### src/hw/olduty_pkg.sv
`default_nettype none
package olduty_pkg;
   localparam int CMD_BITS = 9;
   localparam int DUTY_BITS = 10;
   localparam int GAIN_BITS = 14;
   localparam int GAIN_SHIFT = 10;
   localparam logic [9:0] DUTY_FULL = 10'h200;
   localparam logic [9:0] TOP_OFFSET = 10'h101;
   localparam logic [7:0] REG_RESET = 8'h00;
   localparam logic [7:0] ADDR_HALT = 8'h02;
   localparam logic [7:0] ADDR_BEGIN = 8'h03;
   localparam logic [7:0] ADDR_KNEE = 8'h04;
   localparam logic [7:0] ADDR_TOP = 8'h05;
   localparam logic [7:0] ADDR_FLOOR = 8'h06;
   localparam logic [7:0] ADDR_HYST = 8'h07;
   localparam logic [7:0] ADDR_GAIN1_HI = 8'h08;
   localparam logic [7:0] ADDR_GAIN1_LO = 8'h09;
   localparam logic [7:0] ADDR_GAIN2_HI = 8'h0a;
   localparam logic [7:0] ADDR_GAIN2_LO = 8'h0b;
   localparam int KEEP_BIT = 7;
   localparam int PASS_BIT = 1;
   localparam int FULL_BIT = 0;
   localparam int OPEN_BIT = 0;

   typedef struct packed {
      logic [6:0] halt_threshold_code;
      logic keep_turning_mode;
      logic [7:0] begin_threshold_code;
      logic [7:0] knee_point_code;
      logic [7:0] top_threshold_code;
      logic [7:0] floor_output_code;
      logic [3:0] passthrough_hysteresis;
      logic [13:0] first_gain_code;
      logic [13:0] second_gain_code;
      logic passthrough_above_top;
      logic full_on_when_idle;
      logic open_loop_select;
   } olduty_param_type;

   typedef struct packed {
      logic en;
      logic [7:0] addr;
      logic [7:0] data;
   } olduty_wr_type;
endpackage
`default_nettype wire

### src/hw/olduty_curve.sv
`default_nettype none
// What this block does
// - Begin threshold code is an input duty of code over 512.
// - Halt threshold code times two over 512 is the halt input duty.
// - Top threshold is code plus 257, over 512.
// - Floor output register is the minimum output duty, code over 512.
// - First gain code over 1024 is output percent per input percent.
// - No maximum output register; it follows from thresholds and slope.
// - Speed command is resolved to nine bits at most.
// - Coarser command at high PWM input rates drops command low bits.
// - Coarser output at high PWM output rates drops output low bits.
// - With pass-through set, output equals input at or above top.
// - Pass-through entry and exit use a programmable hysteresis.
// - Exit point is top minus (hysteresis code plus one) times two.
// - Plain mode: zero up to halt; band gives zero rising, floor falling.
// - Keep-turning alone: floor output for every command up to begin.
// - Full-on: zero command gives max curve or full; keep extends to halt.
// - Knee code times two over 512 is the knee input duty.
// - Above knee second gain applies, continuing from the knee output.
// - Knee, pass-through and below-begin options work together.
// - Parameters sit in registers loaded from store or written by host.
// - Open-loop select one maps duty; zero leaves closed-loop control.
module olduty_curve
(
   input wire logic clk_in,
   input wire logic reset_in,
   input wire logic [8:0] speed_command_in,
   input wire logic [1:0] cmd_lsb_drop_in,
   input wire logic [1:0] out_lsb_drop_in,
   input wire logic host_wr_en_in,
   input wire logic [7:0] host_addr_in,
   input wire logic [7:0] host_wr_data_in,
   input wire logic [7:0] host_rd_addr_in,
   input wire logic store_load_en_in,
   input wire logic [7:0] store_load_addr_in,
   input wire logic [7:0] store_load_data_in,
   output logic [7:0] host_rd_data_out,
   output logic [9:0] duty_out,
   output logic passthrough_active_out,
   output logic open_loop_out
);
   localparam int NREG = 10;
   if (olduty_pkg::CMD_BITS != 9 || olduty_pkg::DUTY_BITS != 10)
   begin : g_width_check
      $error("olduty_curve serves a 9-bit command only");
   end

   logic [7:0] reg_q [NREG];
   olduty_pkg::olduty_wr_type wr;
   olduty_pkg::olduty_param_type p;
   logic [8:0] cmd_m;
   logic [9:0] cmd_w, begin_w, halt_w, top_w, knee_w, ret_w;
   logic [9:0] max_curve, idle_full, next_duty, curve_now, out_mask;
   logic running, next_running, next_pt;

   // Store load wins over host so a reload cannot be half overwritten
   always_comb
   begin
      wr.en = store_load_en_in | host_wr_en_in;
      wr.addr = store_load_en_in ? store_load_addr_in : host_addr_in;
      wr.data = store_load_en_in ? store_load_data_in : host_wr_data_in;
   end

   generate
      for (genvar i = 0; i < NREG; i++)
      begin : g_reg
         always_ff @(posedge clk_in)
         begin
            if (reset_in)
            begin
               reg_q[i] <= olduty_pkg::REG_RESET;
            end
            else if (wr.en && wr.addr == olduty_pkg::ADDR_HALT + 8'(i))
            begin
               reg_q[i] <= wr.data;
            end
         end
      end
   endgenerate

   always_ff @(posedge clk_in)
   begin
      if (reset_in)
      begin
         host_rd_data_out <= 8'h00;
      end
      else if (host_rd_addr_in >= olduty_pkg::ADDR_HALT &&
               host_rd_addr_in <= olduty_pkg::ADDR_GAIN2_LO)
      begin
         host_rd_data_out <= reg_q[4'(host_rd_addr_in -
                                     olduty_pkg::ADDR_HALT)];
      end
      else
      begin
         host_rd_data_out <= 8'h00;
      end
   end

   always_comb
   begin
      p.keep_turning_mode = reg_q[0][olduty_pkg::KEEP_BIT];
      p.halt_threshold_code = reg_q[0][6:0];
      p.begin_threshold_code = reg_q[1];
      p.knee_point_code = reg_q[2];
      p.top_threshold_code = reg_q[3];
      p.floor_output_code = reg_q[4];
      p.passthrough_hysteresis = reg_q[5][3:0];
      p.first_gain_code = {reg_q[6], reg_q[7][7:2]};
      p.passthrough_above_top = reg_q[7][olduty_pkg::PASS_BIT];
      p.full_on_when_idle = reg_q[7][olduty_pkg::FULL_BIT];
      p.second_gain_code = {reg_q[8], reg_q[9][7:2]};
      p.open_loop_select = reg_q[9][olduty_pkg::OPEN_BIT];
   end

   always_comb
   begin
      case (cmd_lsb_drop_in)
         2'h0: cmd_m = speed_command_in;
         2'h1: cmd_m = speed_command_in & 9'h1fe;
         default: cmd_m = speed_command_in & 9'h1fc;
      endcase
      case (out_lsb_drop_in)
         2'h0: out_mask = 10'h3ff;
         2'h1: out_mask = 10'h3fe;
         default: out_mask = 10'h3fc;
      endcase
   end

   always_comb
   begin
      cmd_w = {1'b0, cmd_m};
      begin_w = {2'b00, p.begin_threshold_code};
      halt_w = {2'b00, p.halt_threshold_code, 1'b0};
      top_w = {2'b00, p.top_threshold_code} + olduty_pkg::TOP_OFFSET;
      knee_w = {1'b0, p.knee_point_code, 1'b0};
      ret_w = top_w - {4'h0, 5'({1'b0, p.passthrough_hysteresis} +
                                5'h01), 1'b0};
   end

   function automatic logic [9:0] curve_f(input logic [9:0] x,
                                          input logic [9:0] st,
                                          input logic [9:0] kn,
                                          input olduty_pkg::olduty_param_type q);
      logic [9:0] a;
      logic [9:0] b;
      logic [23:0] s1;
      logic [23:0] s2;
      logic [15:0] sum;
      a = 10'h000;
      b = 10'h000;
      if (x > st)
      begin
         // A knee at or below begin is misplaced and simply ignored
         if (kn != 10'h000 && kn > st && x > kn)
         begin
            a = kn - st;
            b = x - kn;
         end
         else
         begin
            a = x - st;
         end
      end
      s1 = 24'(a) * 24'(q.first_gain_code);
      s2 = 24'(b) * 24'(q.second_gain_code);
      sum = 16'(q.floor_output_code) + 16'(s1 >> olduty_pkg::GAIN_SHIFT) +
            16'(s2 >> olduty_pkg::GAIN_SHIFT);
      curve_f = (sum > 16'(olduty_pkg::DUTY_FULL)) ? olduty_pkg::DUTY_FULL :
                sum[9:0];
   endfunction

   always_comb
   begin
      curve_now = curve_f(cmd_w, begin_w, knee_w, p);
      max_curve = curve_f(top_w, begin_w, knee_w, p);
      idle_full = p.passthrough_above_top ? olduty_pkg::DUTY_FULL :
                  max_curve;
      next_pt = p.open_loop_select && p.passthrough_above_top &&
                (passthrough_active_out ? cmd_w >= ret_w :
                 cmd_w >= top_w);
      next_running = (cmd_w > begin_w) ? 1'b1 :
                     (cmd_w <= halt_w) ? 1'b0 : running;
   end

   always_comb
   begin
      if (!p.open_loop_select)
      begin
         next_duty = 10'h000;
      end
      else if (next_pt)
      begin
         next_duty = cmd_w;
      end
      else if (cmd_w == 10'h000)
      begin
         next_duty = p.full_on_when_idle ? idle_full :
                     p.keep_turning_mode ? 10'(p.floor_output_code) :
                     10'h000;
      end
      else if (cmd_w <= halt_w)
      begin
         if (p.keep_turning_mode)
         begin
            next_duty = p.full_on_when_idle ? idle_full :
                        10'(p.floor_output_code);
         end
         else
         begin
            next_duty = 10'h000;
         end
      end
      else if (cmd_w <= begin_w)
      begin
         // Band memory keeps a slowing motor turning without restart
         next_duty = (p.keep_turning_mode || running) ?
                     10'(p.floor_output_code) : 10'h000;
      end
      else
      begin
         next_duty = curve_now;
      end
   end

   always_ff @(posedge clk_in)
   begin
      if (reset_in)
      begin
         duty_out <= 10'h000;
      end
      else
      begin
         duty_out <= next_duty & out_mask;
      end
   end

   always_ff @(posedge clk_in)
   begin
      if (reset_in)
      begin
         running <= 1'b0;
         passthrough_active_out <= 1'b0;
         open_loop_out <= 1'b0;
      end
      else
      begin
         running <= next_running;
         passthrough_active_out <= next_pt;
         open_loop_out <= p.open_loop_select;
      end
   end

   property p_saturate;
      @(posedge clk_in) disable iff (reset_in)
      duty_out <= olduty_pkg::DUTY_FULL;
   endproperty
   a_saturate: assert property (p_saturate)
      else $error("duty above full scale");

   property p_closed;
      @(posedge clk_in) disable iff (reset_in)
      !p.open_loop_select |=> duty_out == 10'h000;
   endproperty
   a_closed: assert property (p_closed)
      else $error("duty driven in closed-loop mode");

   property p_plain_low;
      @(posedge clk_in) disable iff (reset_in)
      (p.open_loop_select && !p.keep_turning_mode && !p.full_on_when_idle &&
       cmd_w <= halt_w && !next_pt) |=> duty_out == 10'h000;
   endproperty
   a_plain_low: assert property (p_plain_low)
      else $error("nonzero duty at or below halt");

   property p_keep;
      @(posedge clk_in) disable iff (reset_in)
      (p.open_loop_select && p.keep_turning_mode && !p.full_on_when_idle &&
       cmd_w <= begin_w && !next_pt && out_lsb_drop_in == 2'd0) |=>
      duty_out == 10'($past(p.floor_output_code));
   endproperty
   a_keep: assert property (p_keep)
      else $error("keep-turning did not give floor output");

   property p_pass;
      @(posedge clk_in) disable iff (reset_in)
      (p.open_loop_select && p.passthrough_above_top && cmd_w >= top_w &&
       out_lsb_drop_in == 2'd0) |=> duty_out == {1'b0, $past(cmd_m)};
   endproperty
   a_pass: assert property (p_pass)
      else $error("pass-through not following input");

   property p_exit;
      @(posedge clk_in) disable iff (reset_in)
      (passthrough_active_out && cmd_w < ret_w) |=> !passthrough_active_out;
   endproperty
   a_exit: assert property (p_exit)
      else $error("pass-through held below return point");

   property p_hold;
      @(posedge clk_in) disable iff (reset_in)
      (passthrough_active_out && p.passthrough_above_top &&
       p.open_loop_select && cmd_w >= ret_w) |=> passthrough_active_out;
   endproperty
   a_hold: assert property (p_hold)
      else $error("pass-through dropped inside hysteresis");

   property p_idle_full;
      @(posedge clk_in) disable iff (reset_in)
      (p.open_loop_select && p.full_on_when_idle &&
       p.passthrough_above_top && cmd_w == 10'h000) |=>
      duty_out == olduty_pkg::DUTY_FULL;
   endproperty
   a_idle_full: assert property (p_idle_full)
      else $error("idle command did not give full duty");

   property p_reg_rw;
      @(posedge clk_in) disable iff (reset_in)
      (host_wr_en_in && !store_load_en_in &&
       host_addr_in == olduty_pkg::ADDR_BEGIN) ##1
      (host_rd_addr_in == olduty_pkg::ADDR_BEGIN && !wr.en) |=>
      host_rd_data_out == $past(host_wr_data_in, 2);
   endproperty
   a_reg_rw: assert property (p_reg_rw)
      else $error("register readback mismatch");

   c_pass_enter: cover property (@(posedge clk_in) disable iff (reset_in)
      !passthrough_active_out ##1 passthrough_active_out);
   c_band_floor: cover property (@(posedge clk_in) disable iff (reset_in)
      running && cmd_w <= begin_w && cmd_w > halt_w &&
      !p.keep_turning_mode && p.floor_output_code != 8'h00);
   c_knee: cover property (@(posedge clk_in) disable iff (reset_in)
      p.open_loop_select && knee_w > begin_w && cmd_w > knee_w);
   c_sat: cover property (@(posedge clk_in) disable iff (reset_in)
      duty_out == olduty_pkg::DUTY_FULL && !passthrough_active_out);
endmodule
`default_nettype wire

### config.mk
export PLATFORM = sky130hd
export DESIGN_NAME = olduty_curve
export DESIGN_NICKNAME = d
export VERILOG_FILES = /design/src/hw/olduty_pkg.sv /design/src/hw/olduty_curve.sv
export SDC_FILE = /design/constraint.sdc
export NUM_CORES = 2
export LEC_CHECK = 0
export BUFFER_PORTS_ARGS = -buffer_cell sky130_fd_sc_hd__buf_2
export CORE_MARGIN = 1.5
export CORE_UTILIZATION = 59
export CTS_BUF_LIST = sky130_fd_sc_hd__clkbuf_4 sky130_fd_sc_hd__clkbuf_8
export DETAILED_ROUTE_END_ITERATION = 12
export PLACE_DENSITY_LB_ADDON = 0.08
export SLEW_MARGIN = 40
export SYNTH_ARGS = -nofsm -noshare
export SYNTH_HDL_FRONTEND = slang
export SYNTH_SLANG_ARGS = --single-unit
### constraint.sdc
create_clock -name clk_in -period 10.74 [get_ports clk_in]
set_input_delay 2.148 -clock clk_in [delete_from_list [all_inputs] [get_ports clk_in]]
set_output_delay 2.148 -clock clk_in [all_outputs]
set_load 0.01 [all_outputs]
After elaboration in Yosys (flattened, before gate mapping):

Memories as Yosys holds them, arrays and structs flattened. A register that Yosys moved wholly into a read port is not among the register bits.
Cells that the tools add are included.

* register bits after elaboration: 13
* bits in writable memories: 80
* bits of input ports: 57
* output and inout bits: 20
* logic and storage cells: 153
* memories kept: 1

* $add $sub $neg: 13
* multiply operators: 4
* magnitude comparators: 13
* equality and inequality tests: 12
* multiplexer cells: 70
* bitwise gates (word level): 13
* reductions and logical operators: 23

Memory list
* reg_q: words 10, bits a word 8, read ports 11, clocked after Yosys merged registers in 1, write ports 10, line olduty_curve.sv:48 `logic [7:0] reg_q [NREG];`

Operators by type and width (number)
* $mux 10: 19
* $mux 8: 14
* $mul 10x14->24: 4
* $mux 1: 35
* $add 15x14->16: 2
* $eq 8x3->1 const B: 4
* $eq 8x4->1 const B: 4
* $gt 16x10->1 const B: 2
* $add 8x14->15: 2
* $ge 9x10->1: 2
* $sub 9x8->10: 2
* $gt 9x8->1: 2
* $le 9x8->1: 2
* $eq 8x2->1 const B: 2
* $logic_and 1x1->1: 16
* $or 1x1->1: 11
* $add 8x9->10 const B: 1
* $and 10x10->10: 1
* $gt 10x8->1: 1
* $gt 10x9->1: 1
* $logic_not 10->1: 1
* $reduce_bool 10->1: 1
* $sub 10x6->10: 1
* $sub 10x8->10: 1
* other kinds (14): 17

Longest topological paths before layout:

An unclocked memory read counts as a cell.

* depth in word-level cells: 19
* gate-level depth with buffers: 50

Worst setup path before layout:

OpenSTA, ideal clock, no wires.

* path type: input to register
* start: input cmd_lsb_drop_in[1]
* end: register duty_out[7]
* setup time: 0.079 ns
* arrival: 11.498 ns
* slack: -0.837 ns
* stages: 41
* buffers on the path: 2
* path through: nor2_1 -> and2_1 -> inv_1 -> ha_1 -> inv_1 -> fa_1 -> a21o_1 -> a21o_1 -> a21oi_1 -> o21ba_2 -> clkbuf_1 -> nor2_1 -> clkbuf_1 -> nand2_1 -> fa_1 -> fa_1 -> fa_1 -> fa_1 -> [5 not listed] -> nor2b_1 -> or3_1 -> a211oi_1 -> o21ba_2 -> a21boi_0 -> o21a_1 -> or2_2 -> fa_1 -> inv_1 -> ha_1 -> a21o_1 -> o21ai_0 -> nand2_1 -> a221o_1 -> a2111o_1 -> nor4_4 -> a22oi_1 -> o211ai_1

* word-level cells in the longest chain between the ends: 17
* elaborated cells between the ends (all ways): 31

RTL lines
* start: declaration: line olduty_curve.sv:28 `input wire logic [1:0] cmd_lsb_drop_in,`
* $eq 2x1->1 / $logic_not 2->1 (equally long branches): line olduty_curve.sv:117 `case (cmd_lsb_drop_in)`
* $pmux 2 s2 *: line olduty_curve.sv:117
* $gt 9x9->1: line olduty_curve.sv:154 `if (kn != 10'h000 && kn > st && x > kn)`
* $logic_and 1x1->1: line olduty_curve.sv:154
* $mux 10: line olduty_curve.sv:154
* $mux 10: line olduty_curve.sv:151 `if (x > st)`
* $mul 10x14->24: line olduty_curve.sv:164 `s1 = 24'(a) * 24'(q.first_gain_code);`
* $add 8x14->15: line olduty_curve.sv:166 `sum = 16'(q.floor_output_code) + 16'(s1 >> olduty_pkg::GAIN_SHIFT) +`
* $add 15x14->16: line olduty_curve.sv:166
* $gt 16x10->1: line olduty_curve.sv:168 `curve_f = (sum > 16'(olduty_pkg::DUTY_FULL)) ? olduty_pkg::DUTY_FULL :`
* $mux 10: line olduty_curve.sv:168
* $mux 10: line olduty_curve.sv:213 `else if (cmd_w <= begin_w)`
* $mux 10: line olduty_curve.sv:201 `else if (cmd_w <= halt_w)`
* $mux 10: line olduty_curve.sv:195 `else if (cmd_w == 10'h000)`
* $mux 10 *: line olduty_curve.sv:191 `else if (next_pt)`
* $mux 10 *: line olduty_curve.sv:187 `if (!p.open_loop_select)`
* $and 10x10->10 *: line olduty_curve.sv:233 `duty_out <= next_duty & out_mask;`
* end signal: assignment: line olduty_curve.sv:233
* end: declaration: line olduty_curve.sv:38 `output logic [9:0] duty_out,`

Mark *: on every way between the ends. The rest lies on a longest branch, timed or not.
A chain may end at the register's enable or synchronous reset.

Worst setup path after layout:

* start: input cmd_lsb_drop_in[0]
* end: register duty_out[7]

Same word-level chain as after synthesis.

==> results by group <==
Critical path
  • CP max-delay cell: fa_1
  • Worst path required time: 11080 ps
  • Crit path kind: input pin to flip-flop
  • CP Max Fanout: 4
  • Delay-heaviest family, CP: adder cells
  • Buf+Inv Stages, Crit Path: 10
  • Crit end category: flip-flop
  • Crit path launch type: input pin
  • Max stage delay on crit path: between 500 and 600 ps
  • Critical path arrival: between 10000 and 15000 ps

STA
  • PnR worst setup slack: -577 ps
  • Period utilization: 105%
  • Crit path time final: 11320 ps
  • Pins over their slew limit: 0
  • Setup violators final: 10
  • WHS: roughly 600 ps
  • Fmax: 88.4 MHz
  • RSZ-0062 raised after global routing: yes
  • Slew HR: ~40%
  • Final Skew: about 23 ps
  • Final hold viol count: 0
  • TNS Setup: -4910 ps
  • Worst-margin pin slew: between 900 and 1000 ps

Placement
  • GP Congestion: 1.00
  • I/O Buffers: between 70 and 80
  • Dpl hpwl: between 60 and 70 mm

Final layout
  • Layout cells sized above 1: ~23%
  • Nets: 4137
  • Area grow syn2layout: 22.1%
  • N_diodes: 0
  • FILL cells: 3324

Die
  • Core area: between 40000 and 50000 µm²
  • Width of the die: around 210 µm
  • I/O pins: 77
  • Die area: between 40000 and 50000 µm²
  • Num rows: 76
  • Die H: 213 µm
  • Initial Util: around three fifths

Clock network
  • Clock transition at the registers of the reported paths: between 100 and 150 ps
  • Cts bufs inserted: 9
  • CTS sink count: ~100
  • Skew-Pair Late Insertion Delay: between 400 and 500 ps
  • Root buf cell: clkbuf_8
  • CTS tree: built
  • CTS Buffer Depth: 2
  • H-tree lvl count: 3
  • Cts hold-fix bufs: 0

Global route
  • Global-route wire length before repair: ~120 mm
  • Total grt overflow: 0
  • Initial antenna violation count: 1
  • Global Route Usage Sum: between 30% and 40%
  • Vias in the first global route: 23372
  • Pin count of the biggest net entering global routing: 25

Routing
  • Metal3 WL: 5.86 mm
  • M1 wire length: 32.5 mm
  • DR iter-0 viols: approximately 1600
  • First drt pass iteration count: 5
  • Wire per inst: 20.4 µm
  • DR top layer: met4
  • Drt drc: 0
  • Routed vias/inst: ~5.7
  • WL met2: between 30 and 40 mm
  • Routed Antenna Nets: 0
  • DR vias: about 22000
  • Detailed Route WL: around 80 mm

Min path
  • Hold Path Class: flip-flop to flip-flop

Synthesis
  • Yosys cell types: 74
  • Post-synthesis mux area share: under 10%
  • Yosys reg bits: 101
  • Asr flop ratio synth: 0%
  • Simple-Gate Fraction of Synth Area: a little under a fifth
  • Register area share after synthesis: a little over a tenth
  • Net Count, Synth: approximately 3700
  • Synth area leader: fa_1
  • Synth warn: 0
  • EDFF count, synth: 80
  • Mapped Area: about 26000 µm²
  • Post-synth top area share: between 30 and 40%
  • Synth Flop Type: edfxtp_1
  • Number of cells produced by synthesis: between 2000 and 3000
  • Adder-cell area share of the yosys netlist: a little under half
  • Largest family of logic cells by synthesized area: adder cells
  • Syn avg cell area: ~8.9 µm²
  • Post-synthesis xor/xnor area fraction: between 3 and 4%
  • Synth area leaders: fa_1 (31%), ha_1 (16%), edfxtp_1 (9.3%), inv_1 (7.0%), and2_1 (6.2%)
  • Complex-gate fraction of the synthesized area: 9.25%

Flow run
  • Max_cap viols: 0

Outcome
  • Failing checks: negative setup slack
  • Status: complete, but fails checks
-- repair_timing --
item | in CTS | in global routing
setup buffers | 9 | 34
pin swaps | 30 | 106
gates resized for setup | 59 | 183
endpoints found under the setup margin | 10 | 10
cloned | 0 | 2
-- cell families after synthesis --
group                      Yosys count
and+or+nand+nor                   1002
adders and majority gates          734
buffers and inverters              597
AOI/OAI and AO/OA                  356
xor gates and xnor gates           107
DFF                                101
muxes                               36
-- tightest hold or removal path, delay by kind of cell, from the launching register on --
kind	cells	cell delay, ps
flops	1	430
compound gates	1	80
simple gates	1	60
-- state kept, by name, indices dropped and copies added (netlist names) --
register and count:
open_loop_out 1, host_rd_data_out 8, duty_out 10, running 1, reg_q 80, passthrough_active_out 1
-- worst paths after layout --
kind	from	cells after the start	slack, ps	end
worst max-delay path	cmd_lsb_drop_in[0]	45	-580	duty_out[7]$_SDFF_PP0_
worst min-delay path	reg_q[4][5]$_SDFFCE_PN0P_	2	600	duty_out[5]$_SDFF_PP0_
worst max register to register	reg_q[3][1]$_SDFFCE_PN0P_	52	-230	duty_out[4]$_SDFF_PP0_
worst min register to register	reg_q[4][5]$_SDFFCE_PN0P_	2	600	duty_out[5]$_SDFF_PP0_
-- metal layers --
metal / GRT usage [%] / vias up
li1: - / 10208
met1: 47.2 / 11071
met2: 61.4 / 902
met3: 4.47 / 174
met4: 12.7 / 0
met5: 0 / -
-- metrics by stage --
stage	instance area, µm²	utilization (%)	setup WS, ps	instances
after floorplan	26300	-	-312	2933
after global placement	30000	69.4	-1510	3874
after detailed placement	30100	69.6	-1230	3876
after CTS	30600	70.8	-480	3901
final	31700	73.3	-577	3936
after global routing	31700	73.3	-870	3936
-- cell type report --
class	instances	area (µm²)	area share (%)
clock buffers	9	124	0.391
clock inverters	7	67.6	0.213
inverters	485	1830	5.76
multi-input cells	2237	22200	70.1
flip-flops and latches	101	2820	8.90
well taps	585	732	2.31
repair buffers	512	3910	12.3
-- cells in the final DEF (no fill, tap or decap), types with 21 or more instances in the layout --
cell / count
fa_1: 381
a21oi_1: 67
xor2_1: 37
ha_4: 21
dfxtp_1: 21
nor2_1: 163
a21o_1: 69
inv_1: 468
buf_6: 25
xnor2_1: 57
edfxtp_1: 80
nand2_1: 376
buf_2: 73
nor2b_1: 33
and2_1: 243
nand2b_1: 22
ha_1: 314
o21ai_0: 41
buf_4: 401
-- cell usage after synthesis, types with 4 or more instances --
cell type and number:
inv_1 485, fa_1 396, nand2_1 385, ha_1 338, and2_1 257, nor2_1 189
clkbuf_1 107, a21oi_1 88, edfxtp_1 80, a21o_1 69, xnor2_1 67, o21ai_0 56
xor2_1 40, nor2b_1 39, a211oi_1 26, nand2b_1 23, dfxtp_1 21, nor3_1 21
mux2i_1 19, o21a_1 18, nand4_1 17, mux4_2 16, nand3_1 16, nor4_1 13
a31oi_1 10, a21boi_0 9, a22oi_1 9, and3_1 9, o211ai_1 8, a2111oi_0 6
nand3b_1 6, or2_2 6, o31a_1 5, o31ai_1 5, or3_1 5, a211o_1 4
a32oi_1 4, and4_1 4, o21bai_1 4, or4_1 4
Power is left out: the tool's default activity adds up to more than one toggle a clock period on the data nets, which glitch-free logic cannot reach.
